### src/hw/pmrp_defines.svh
// constants and behaviour summary for the macrocell reset/preload block
// Behaviour
// - after power-up settle time, clear every macrocell flip-flop to 0
// - registered macrocell pins read high after power-up clear
// - registered macrocell array feedback reads low after power-up clear
// - power-up high pin level holds regardless of programmed polarity
// - both diagnostic pins elevated: flip-flops load from macrocell pins
// - during preload each flip-flop takes its pin's value
// - after preload, feedback shows the value loaded through the pin
// - two architecture bits per macrocell select its configuration
// - global configuration cell set whenever any macrocell is registered
// - cell set: clock pin and shared output enable; clear: both plain inputs
// - bidirectional cells use their direction term for three-state control
`ifndef PMRP_DEFINES_SVH
`define PMRP_DEFINES_SVH
`define PMRP_CLK_HZ 10000000
`define PMRP_SETTLE_NS 25
`define PMRP_SETTLE_CYC \
    ((`PMRP_SETTLE_NS * (`PMRP_CLK_HZ / 1000000) + 999) / 1000)
`define PMRP_PRELOAD_US 10
`define PMRP_PRELOAD_CYC (`PMRP_PRELOAD_US * (`PMRP_CLK_HZ / 1000000))
`define PMRP_ADDR_ARCH_A 12'h000
`define PMRP_ADDR_ARCH_B 12'h004
`define PMRP_ADDR_POLARITY 12'h008
`define PMRP_ADDR_STATUS 12'h00C
`define PMRP_ADDR_REGS 12'h010
`define PMRP_ARCH_A_RESET 8'h00
`define PMRP_ARCH_B_RESET 8'h00
`define PMRP_POL_RESET 8'h00
`define PMRP_STAT_CFG_BIT 0
`define PMRP_STAT_PRELOAD_BIT 1
`define PMRP_STAT_READY_BIT 2
`endif

### src/hw/pmrp_pkg.sv
// types for the macrocell reset/preload block
`default_nettype none
package pmrp_pkg;
    typedef enum logic [1:0] {
        PMRP_BIDIR,
        PMRP_FIXED_IN,
        PMRP_FIXED_OUT,
        PMRP_REGISTERED
    } pmrp_mode_e;
    typedef enum logic [1:0] {
        PMRP_SETTLE,
        PMRP_RUN,
        PMRP_PRELOAD
    } pmrp_state_e;
    typedef struct packed {
        logic [7:0] arch_a;
        logic [7:0] arch_b;
        logic [7:0] polarity;
    } pmrp_cfg_s;
    typedef struct packed {
        logic [7:0] o;
        logic [7:0] oe_n;
    } pmrp_pins_s;
endpackage
`default_nettype wire

### src/hw/pmrp_sync3.sv
// three-stage pin synchroniser with agreement filter
`default_nettype none
module pmrp_sync3 #(
    parameter int WIDTH = 1
) (
    input wire logic pclk,
    input wire logic presetn,
    input wire logic [WIDTH-1:0] din,
    output logic [WIDTH-1:0] dout
);
    logic [WIDTH-1:0] s1;
    logic [WIDTH-1:0] s2;
    logic [WIDTH-1:0] s3;
    initial begin
        if (WIDTH < 1) begin
            $error("pmrp_sync3 width must be positive");
        end
    end
    always_ff @(posedge pclk or negedge presetn) begin
        if (!presetn) begin
            s1 <= '0;
            s2 <= '0;
            s3 <= '0;
        end else begin
            s1 <= din;
            s2 <= s1;
            s3 <= s2;
        end
    end
    // bit changes only once stages two and three agree
    always_ff @(posedge pclk or negedge presetn) begin
        if (!presetn) begin
            dout <= '0;
        end else begin
            for (int i = 0; i < WIDTH; i++) begin
                if (s2[i] == s3[i]) begin
                    dout[i] <= s3[i];
                end
            end
        end
    end
endmodule
`default_nettype wire

### src/hw/pmrp_core.sv
// macrocell register state: power-up clear, diagnostic preload, arch select
//
// The APB slave port and the register addresses were decided locally.
`include "pmrp_defines.svh"
`default_nettype none
module pmrp_core #(
    parameter int NCELL = 8,
    parameter int SETTLE_CYC = `PMRP_SETTLE_CYC,
    parameter int PRELOAD_CYC = `PMRP_PRELOAD_CYC
) (
    input wire logic pclk,
    input wire logic presetn,
    input wire logic psel,
    input wire logic penable,
    input wire logic pwrite,
    input wire logic [11:0] paddr,
    input wire logic [31:0] pwdata,
    output logic [31:0] prdata,
    output logic pready,
    output logic pslverr,
    input wire logic [NCELL-1:0] sum_term,
    input wire logic [NCELL-1:0] dir_term,
    input wire logic reg_clk_pin,
    input wire logic oe_n_pin,
    input wire logic diag_voltage_pin_a,
    input wire logic diag_voltage_pin_b,
    input wire logic [NCELL-1:0] macrocell_pins_i,
    output logic [NCELL-1:0] macrocell_pins_o,
    output logic [NCELL-1:0] macrocell_pins_oe_n,
    output logic [NCELL-1:0] array_feedback,
    output logic config_cell,
    output logic [1:0] dedicated_inputs
);
    import pmrp_pkg::*;
    initial begin
        if (NCELL < 1 || NCELL > 8 || SETTLE_CYC < 1 || PRELOAD_CYC < 1) begin
            $error("pmrp_core parameters out of range");
        end
    end
    function automatic pmrp_mode_e cell_mode(input logic a, input logic b);
        case ({a, b})
            2'b11: cell_mode = PMRP_REGISTERED;
            2'b01: cell_mode = PMRP_FIXED_IN;
            2'b10: cell_mode = PMRP_FIXED_OUT;
            default: cell_mode = PMRP_BIDIR;
        endcase
    endfunction
    pmrp_cfg_s cfg;
    pmrp_state_e state;
    logic [NCELL-1:0] q;
    logic [15:0] cnt;
    logic clk_s, oe_n_s, diag_a_s, diag_b_s;
    logic [NCELL-1:0] pin_s;
    logic clk_d;
    logic [NCELL-1:0] is_reg;
    logic any_reg;
    logic diag_on;
    logic clk_rise;
    pmrp_sync3 #(.WIDTH(NCELL + 4)) u_sync (
        .pclk(pclk),
        .presetn(presetn),
        .din({reg_clk_pin, oe_n_pin, diag_voltage_pin_a, diag_voltage_pin_b,
              macrocell_pins_i}),
        .dout({clk_s, oe_n_s, diag_a_s, diag_b_s, pin_s})
    );
    for (genvar g = 0; g < NCELL; g++) begin : g_mode
        assign is_reg[g] = (cell_mode(cfg.arch_a[g], cfg.arch_b[g])
                            == PMRP_REGISTERED);
    end
    assign any_reg = |is_reg;
    assign diag_on = diag_a_s && diag_b_s;
    assign clk_rise = clk_s && !clk_d && any_reg;
    // apb: zero wait states, ready is a flop so it trails the setup cycle
    always_ff @(posedge pclk or negedge presetn) begin
        if (!presetn) begin
            pready <= 1'b0;
        end else begin
            pready <= psel && !penable;
        end
    end
    always_ff @(posedge pclk or negedge presetn) begin
        if (!presetn) begin
            cfg.arch_a <= `PMRP_ARCH_A_RESET;
            cfg.arch_b <= `PMRP_ARCH_B_RESET;
            cfg.polarity <= `PMRP_POL_RESET;
        end else if (psel && penable && pready && pwrite) begin
            case (paddr)
                `PMRP_ADDR_ARCH_A: cfg.arch_a <= pwdata[7:0];
                `PMRP_ADDR_ARCH_B: cfg.arch_b <= pwdata[7:0];
                `PMRP_ADDR_POLARITY: cfg.polarity <= pwdata[7:0];
                default: ;
            endcase
        end
    end
    always_ff @(posedge pclk or negedge presetn) begin
        if (!presetn) begin
            prdata <= 32'h0;
            pslverr <= 1'b0;
        end else if (psel && !penable) begin
            prdata <= 32'h0;
            pslverr <= 1'b0;
            case (paddr)
                `PMRP_ADDR_ARCH_A: prdata[7:0] <= cfg.arch_a;
                `PMRP_ADDR_ARCH_B: prdata[7:0] <= cfg.arch_b;
                `PMRP_ADDR_POLARITY: prdata[7:0] <= cfg.polarity;
                `PMRP_ADDR_STATUS: begin
                    prdata[`PMRP_STAT_CFG_BIT] <= any_reg;
                    prdata[`PMRP_STAT_PRELOAD_BIT] <= (state == PMRP_PRELOAD);
                    prdata[`PMRP_STAT_READY_BIT] <= (state != PMRP_SETTLE);
                end
                `PMRP_ADDR_REGS: prdata[NCELL-1:0] <= q;
                default: pslverr <= 1'b1;
            endcase
        end
    end
    always_ff @(posedge pclk or negedge presetn) begin
        if (!presetn) begin
            clk_d <= 1'b0;
        end else begin
            clk_d <= clk_s;
        end
    end
    // settle counter stands in for the power-up interval
    always_ff @(posedge pclk or negedge presetn) begin
        if (!presetn) begin
            state <= PMRP_SETTLE;
            cnt <= 16'h0000;
        end else begin
            case (state)
                PMRP_SETTLE: begin
                    if (cnt >= 16'(SETTLE_CYC - 1)) begin
                        state <= PMRP_RUN;
                        cnt <= 16'h0000;
                    end else begin
                        cnt <= cnt + 16'h0001;
                    end
                end
                PMRP_RUN: begin
                    if (diag_on) begin
                        state <= PMRP_PRELOAD;
                        cnt <= 16'h0000;
                    end
                end
                PMRP_PRELOAD: begin
                    if (!diag_on) begin
                        state <= PMRP_RUN;
                    end else if (cnt != 16'hFFFF) begin
                        cnt <= cnt + 16'h0001;
                    end
                end
                default: state <= PMRP_SETTLE;
            endcase
        end
    end
    always_ff @(posedge pclk or negedge presetn) begin
        if (!presetn) begin
            q <= '0;
        end else if (state == PMRP_SETTLE) begin
            q <= '0;
        end else if (state == PMRP_PRELOAD) begin
            q <= pin_s;
        end else if (clk_rise) begin
            for (int i = 0; i < NCELL; i++) begin
                if (is_reg[i]) begin
                    q[i] <= sum_term[i];
                end
            end
        end
    end
    // feedback: registered shows q, fixed output cut off, else pin
    always_ff @(posedge pclk or negedge presetn) begin
        if (!presetn) begin
            array_feedback <= '0;
        end else begin
            for (int i = 0; i < NCELL; i++) begin
                case (cell_mode(cfg.arch_a[i], cfg.arch_b[i]))
                    PMRP_REGISTERED: array_feedback[i] <= q[i];
                    PMRP_FIXED_OUT: array_feedback[i] <= 1'b0;
                    default: array_feedback[i] <= pin_s[i];
                endcase
            end
        end
    end
    // polarity ignored for registered cells so pins read high after clear
    always_ff @(posedge pclk or negedge presetn) begin
        if (!presetn) begin
            macrocell_pins_o <= '1;
            macrocell_pins_oe_n <= '1;
        end else begin
            for (int i = 0; i < NCELL; i++) begin
                case (cell_mode(cfg.arch_a[i], cfg.arch_b[i]))
                    PMRP_REGISTERED: begin
                        macrocell_pins_o[i] <= ~q[i];
                        macrocell_pins_oe_n[i] <= oe_n_s
                                                  || diag_on;
                    end
                    PMRP_BIDIR: begin
                        macrocell_pins_o[i] <= sum_term[i] ^ cfg.polarity[i];
                        macrocell_pins_oe_n[i] <= !dir_term[i];
                    end
                    PMRP_FIXED_OUT: begin
                        macrocell_pins_o[i] <= sum_term[i] ^ cfg.polarity[i];
                        macrocell_pins_oe_n[i] <= diag_on;
                    end
                    default: begin
                        macrocell_pins_o[i] <= 1'b1;
                        macrocell_pins_oe_n[i] <= 1'b1;
                    end
                endcase
            end
        end
    end
    always_ff @(posedge pclk or negedge presetn) begin
        if (!presetn) begin
            config_cell <= 1'b0;
            dedicated_inputs <= 2'b00;
        end else begin
            config_cell <= any_reg;
            dedicated_inputs <= any_reg ? 2'b00 : {clk_s, oe_n_s};
        end
    end
    clear_holds_a: assert property (
        @(posedge pclk) disable iff (!presetn)
        state == PMRP_SETTLE |=> q == '0)
        else $error("flip-flops not cleared while settling");
    pin_high_a: assert property (
        @(posedge pclk) disable iff (!presetn)
        is_reg[0] |=> macrocell_pins_o[0] == !$past(q[0]))
        else $error("registered pin not the inverse of its flip-flop");
    preload_load_a: assert property (
        @(posedge pclk) disable iff (!presetn)
        state == PMRP_PRELOAD && diag_on |=> q == $past(pin_s))
        else $error("preload value not captured");
    feedback_reg_a: assert property (
        @(posedge pclk) disable iff (!presetn)
        is_reg[0] ##1 is_reg[0] |-> array_feedback[0] == $past(q[0]))
        else $error("feedback does not follow register");
    fixed_out_a: assert property (
        @(posedge pclk) disable iff (!presetn)
        cell_mode(cfg.arch_a[0], cfg.arch_b[0]) == PMRP_FIXED_OUT
        |=> !array_feedback[0])
        else $error("fixed output feedback not cut");
    cfg_cell_a: assert property (
        @(posedge pclk) disable iff (!presetn)
        1'b1 |=> config_cell == $past(any_reg))
        else $error("configuration cell wrong");
    bidir_dir_a: assert property (
        @(posedge pclk) disable iff (!presetn)
        cell_mode(cfg.arch_a[3], cfg.arch_b[3]) == PMRP_BIDIR
        |=> macrocell_pins_oe_n[3] == !$past(dir_term[3]))
        else $error("bidirectional enable not from direction term");
    capture_a: assert property (
        @(posedge pclk) disable iff (!presetn)
        state == PMRP_RUN && !diag_on && clk_rise && is_reg[0]
        |=> q[0] == $past(sum_term[0]))
        else $error("rising clock did not capture sum term");
    enter_pl_a: assert property (
        @(posedge pclk) disable iff (!presetn)
        state == PMRP_RUN && diag_on |=> state == PMRP_PRELOAD)
        else $error("preload not entered");
    preload_c: cover property (@(posedge pclk) state == PMRP_PRELOAD
        ##1 state == PMRP_RUN);
    capture_c: cover property (@(posedge pclk) clk_rise && is_reg != '0);
    settle_c: cover property (@(posedge pclk) state == PMRP_SETTLE
        ##1 state == PMRP_RUN);
    preload_len_c: cover property (@(posedge pclk) state == PMRP_PRELOAD
        && cnt == 16'(PRELOAD_CYC - 1));
endmodule
`default_nettype wire

### config.mk
export PLATFORM = sky130hd
export DESIGN_NAME = pmrp_core
export DESIGN_NICKNAME = d
export VERILOG_FILES = /design/src/hw/pmrp_pkg.sv /design/src/hw/pmrp_sync3.sv /design/src/hw/pmrp_core.sv
export VERILOG_INCLUDE_DIRS = /design/src /design/src/hw
export SDC_FILE = /design/constraint.sdc
export NUM_CORES = 1
export LEC_CHECK = 0
export BUFFER_PORTS_ARGS = -buffer_cell sky130_fd_sc_hd__clkbuf_2
export CORE_ASPECT_RATIO = 1.2
export CORE_MARGIN = 10
export CORE_UTILIZATION = 55
export DETAILED_ROUTE_END_ITERATION = 10
export PLACE_DENSITY = 0.95
export SYNTH_ARGS = -nofsm -noshare
export SYNTH_HDL_FRONTEND = slang
export SYNTH_SLANG_ARGS = --single-unit
### constraint.sdc
create_clock -name pclk -period 2.8 [get_ports pclk]
set_input_delay 0.56 -clock pclk [delete_from_list [all_inputs] [get_ports pclk]]
set_output_delay 0.56 -clock pclk [all_outputs]
set_load 0.03 [all_outputs]
==> Word level (Yosys, flattened, before mapping) <==
Cells that the tools add are included.
{ "word_totals": {"wordCells": 237, "inputBits": 77, "reg_bits": 136, "out_inout_bits": 61} }
{ "classes": {"n_reduce_logical": 62, "muxes": 56, "n_lt_le_gt_ge": 1, "n_eq_ne": 64, "bitwise_logic": 16, "add_sub_neg": 1} }
{ "ops": {"columns": ["op", "count"], "rows": [
  ["$eq 2x2->1 const B", 33],
  ["$mux 16", 4],
  ["$pmux 2 s3", 9],
  ["$pmux 16 s3", 1],
  ["$pmux 1 s2", 16],
  ["$reduce_bool 3->1", 10],
  ["$eq 12x4->1 const B", 2],
  ["$mux 8", 3],
  ["$pmux 1 s3", 8],
  ["$reduce_and 2->1", 11],
  ["$pmux 5 s4", 1],
  ["$eq 2x1->1 const B", 9],
  ["$logic_not 2->1", 9],
  ["$add 16x1->16 const B", 1],
  ["$ge 16x1->1 const B", 1],
  ["$ne 16x16->1 const B", 1],
  ["$reduce_or 2->1", 8],
  ["$pmux 3 s5", 1],
  ["$eq 1x1->1", 12],
  ["$eq 12x3->1 const B", 1],
  ["$eq 12x5->1 const B", 1],
  ["$logic_not 12->1", 1],
  ["$logic_not 1->1", 10],
  ["$mux 1", 9],
  ["12 further kinds", 38]
]} }

==> Longest topological paths before layout <==
{ "logic_depth": {"word_depth": 8, "ltp_mapped": 7} }

==> Modules after synthesis <==
Synthesis repeated with hierarchy kept, for this count alone.
{ "hier_totals": {"hier_cells": 389, "hier_area_um2": 4839.6} }
{ "modules_own_cells": {"columns": ["module", "cells_each", "area_each_um2", "seq_area_each_um2", "n_inst"], "rows": [
  ["pmrp_core", 329, 3503.4, 1821.7, 1],
  ["pmrp_sync3", 60, 1336.3, 1201.2, 1]
]} }

==> Worst setup path before layout <==
No wires, ideal clock.
{ "synth_path": {"kind": "input to register", "from": "input paddr[7]", "to": "register cfg[16] in the netlist's numbering", "setup_ns": 0.125, "n_path_buf": 1, "cell_stages": 6, "path_slack_ns": 0.644, "t_required_ns": 2.675, "arrival_ns": 2.031, "path_cell_list": "nor4_1 nand3_1 or2_1 or4_4 buf_6 mux2_4"} }
{ "synth_between": {"elab_chain_len": 2} }
{ "synth_lines": {"columns": ["element", "line_no", "text"], "rows": [
  ["from (decl)", "pmrp_core.sv:16", "input wire logic [11:0] paddr,"],
  ["$logic_not 12->1", "pmrp_core.sv:87", "case (paddr)"],
  ["$reduce_and 2->1 (no source line)", null, null],
  ["to (decl)", "pmrp_core.sv:48", "pmrp_cfg_s cfg;"]
]} }
No other way between the ends.
A chain may end at the register's enable or synchronous reset.

==> Worst setup path in the final report <==
{ "layout_path": {"from": "input paddr[7]", "to": "register cfg[4] in the netlist's numbering"} }
{ "layout_between": {"elab_chain_len": 2} }
{ "layout_lines": {"columns": ["element", "line_no"], "rows": [
  ["$eq 12x4->1", "pmrp_core.sv:87"],
  ["$reduce_and 2->1 (no source line)", null]
]} }
No other way between the ends.

==> results.sh <==
export IMPL_layout_worst_path_cycle_share_pct=68.4
export IMPL_drt_first_pass_iters=5
export IMPL_clk_latency_ns=0.52
export IMPL_grt_busiest_layer="met2"
export IMPL_first_global_vias=3669
export IMPL_min_path_type="primary input to asynchronous set/reset pin"
export IMPL_drc=0
export IMPL_synth_top_cell_by_area="sky130_fd_sc_hd__dfrtp_1"
export IMPL_vias_per_cell=5.59
export IMPL_report_final_setup_viol=0
export IMPL_grt_max_degree=53
export IMPL_post_cts_repair_setup_buffers=0
export IMPL_holdBufCountCts=0
export IMPL_synth_edff_count=0
export IMPL_place_congestion=0.843
export IMPL_post_drt_wl_per_cell_um=19.9
export IMPL_critPathRequiredTime_ns=3.20
export IMPL_global_route_usage_met3_pct=7.71
export IMPL_grt_met1_usage_pct=20.5
export IMPL_cell_with_the_most_instances_after_synthesis="sky130_fd_sc_hd__dfrtp_1"
export IMPL_postRouteAntennaNets=0
export IMPL_tritoncts_num_buffers=17
export IMPL_grt_antenna_before_repair=0
export IMPL_ctsHtreeMaxLevel=4
export IMPL_postSynthCellCount=388
export IMPL_crit_path_max_fanout=8
export IMPL_register_bit_count_reported_by_yosys=120
export IMPL_grt_pass1_wl_um=19200
export IMPL_die_height_um=123
export IMPL_die_width_um=106
export IMPL_nets=554
export IMPL_antenna_cells=0
export IMPL_areal_power_density_over_the_cells_nw_per_um2=783
export IMPL_timing_critical_path_from_type="primary input"
export IMPL_standby_leakage_power_nw=2.90
export IMPL_yosysTopAreaCellShare_pct=53.7
export IMPL_floorplan_core_area_um2=8610
export IMPL_synth_area_top_cells="sky130_fd_sc_hd__dfrtp_1 (54%), sky130_fd_sc_hd__dfstp_2 (8.7%), sky130_fd_sc_hd__mux2i_1 (3.7%)"
export IMPL_synthTopCellsByCount="sky130_fd_sc_hd__dfrtp_1 (104), sky130_fd_sc_hd__buf_4 (24), sky130_fd_sc_hd__nand3_1 (23), sky130_fd_sc_hd__nor2_1 (23), sky130_fd_sc_hd__o21ai_0 (22)"
export IMPL_timing_max_cap_violations=0
export IMPL_power_ir_vdd_worst_mv=0.484
export IMPL_post_route_cells_drive_above_1_share_pct=34.1
export IMPL_synthesis_area_per_instance_um2=12.5
export IMPL_ys_warn_count=0
export IMPL_clock_sinks=120
export IMPL_synth_distinct_cells=39
export IMPL_place_hpwl_um=8110
export IMPL_port_buffer_count=89
export IMPL_rows=37
export IMPL_worst_slew_pin_slew_ns=0.961
export IMPL_critPathCaptureType="flop"
export IMPL_wirelength_um=12100
export IMPL_first_iter_violations=283
export IMPL_fin_skew_ns=0.00528
export IMPL_final_hold_viol_count=0
export IMPL_timing_final_max_slew_violations=0
export IMPL_syn_area_um2=4850
export IMPL_tns_ns=0
export IMPL_top_flip_flop_cell_by_instance_count_after_synthesis="sky130_fd_sc_hd__dfrtp_1"
export IMPL_synth_sequential_area_ratio_pct=62.3
export IMPL_use_met2_pct=31.7
export IMPL_outcome="completed"
export IMPL_async_set_or_reset_register_ratio_after_synthesis_pct=100
export IMPL_critical_path_class="primary input to flop"
export IMPL_grtUsageTotal_pct=19.1
export IMPL_timing_critical_path_arrival_ns=2.31
export IMPL_report_power_total_mw=4.66
export IMPL_routed_via_count=3395
export IMPL_clock_path_buffers=2
export IMPL_io_pins=138
export IMPL_grt_setup_unrepaired="no"
export IMPL_start_util_pct=56.3
export IMPL_cts_root_buffer="sky130_fd_sc_hd__clkbuf_8"
export IMPL_max_slew_margin_rel_pct=35.8
export IMPL_tritoncts="done"
export IMPL_max_clock_freq_ghz=0.522
export IMPL_layout_area_overhead_vs_synth_pct=22.7
export IMPL_globalRouteOverflowTotal=0
export IMPL_cts_resized=0
export IMPL_number_of_non_filler_instances_in_the_completed_layout=607
export IMPL_design_die_area_um2=13000
export IMPL_fin_crit_ns=1.92
export IMPL_path_clk_slew_ns=0.05
export IMPL_dpl_cell_count=575
## layout by cell type, fill, tap and decap left out, drive strengths merged, types with 5 or more instances in the layout
cell type	count
clkbuf	107
dfrtp	104
conb	24
mux2	24
nand3	23
nor2	23
o21ai	22
mux2i	18
nand2	16
dfstp	16
maj3	14
a21oi	13
inv	12
xor2	8
o21a	8
a32oi	6
a2bb2oi	5
bufinv	5
## registers in the layout, summed over array words and instances (netlist names), 12 cells and up
register / count
u_sync.s1: 12
u_sync.s3: 12
u_sync.dout: 12
u_sync.s2: 12
cfg: 24
## per-layer routing
layer,wire length [um],vias to the layer above
met5,0,-
met4,333,0
met3,1040,37
met2,6150,191
met1,4540,1683
li1,-,1484
## metrics by stage
step                hold slack [ns]  worst slack [ns]  util (%)  instance area (um^2)
finish                       0.0711             0.885      69.1                  5950
global route                  0.108             0.857      69.1                  5950
CTS                          0.0860             0.920      69.1                  5950
detailed placement            0.335             0.396      61.6                  5310
global placement              0.331             0.455      61.6                  5310
floorplan                     0.264             0.644         -                  4940
## critical path, stage by stage
cell,delay (ns)
sky130_fd_sc_hd__clkbuf_2,0.08
sky130_fd_sc_hd__nor4_1,0.27
sky130_fd_sc_hd__nand3_1,0.18
sky130_fd_sc_hd__or2_1,0.31
sky130_fd_sc_hd__or3_1,0.56
sky130_fd_sc_hd__mux2_2,0.36
## path summary, 6_finish.rpt
check	from	to	slack (ns)	cells past startpoint
max in group asynchronous	presetn	macrocell_pins_o[3]	2.01	2
min reg2reg	u_sync.s1[11]	u_sync.s2[11]	0.35	0
max reg2reg	cfg[16]	prdata[0]	0.89	6
min in group pclk	macrocell_pins_i[2]	u_sync.s1[2]	0.14	1
max	paddr[7]	cfg[4]	0.88	6
min	presetn	u_sync.s1[10]	0.07	1
## power breakdown
part | internal, mW | switching, mW | total (mW)
Combinational | 0.124 | 0.271 | 0.395
Clock | 1.57 | 0.755 | 2.33
Sequential | 1.85 | 0.0829 | 1.93
## logic make-up after synthesis
| group | Yosys count | synth area share, % |
|---|---|---|
| compound gates | 66 | 8.88 |
| xor+xnor | 9 | 1.63 |
| fa+ha+maj | 14 | 2.89 |
| buf+inv | 57 | 6.50 |
| flops | 120 | 62.3 |
| mux | 42 | 9.91 |
| other cells | 1 | 0.0773 |
| simple gates | 79 | 7.79 |
## final cells by class
cell class	instances	area (um^2)
flip-flops and latches	120	3020
fillers	569	2660
multi-input cells	234	1600
repair buffers	92	495
clock buffers	19	442
clock inverters	13	200
well taps	117	146
inverters	12	45.0
No activity file was read; power rests on OpenSTA's default activity.
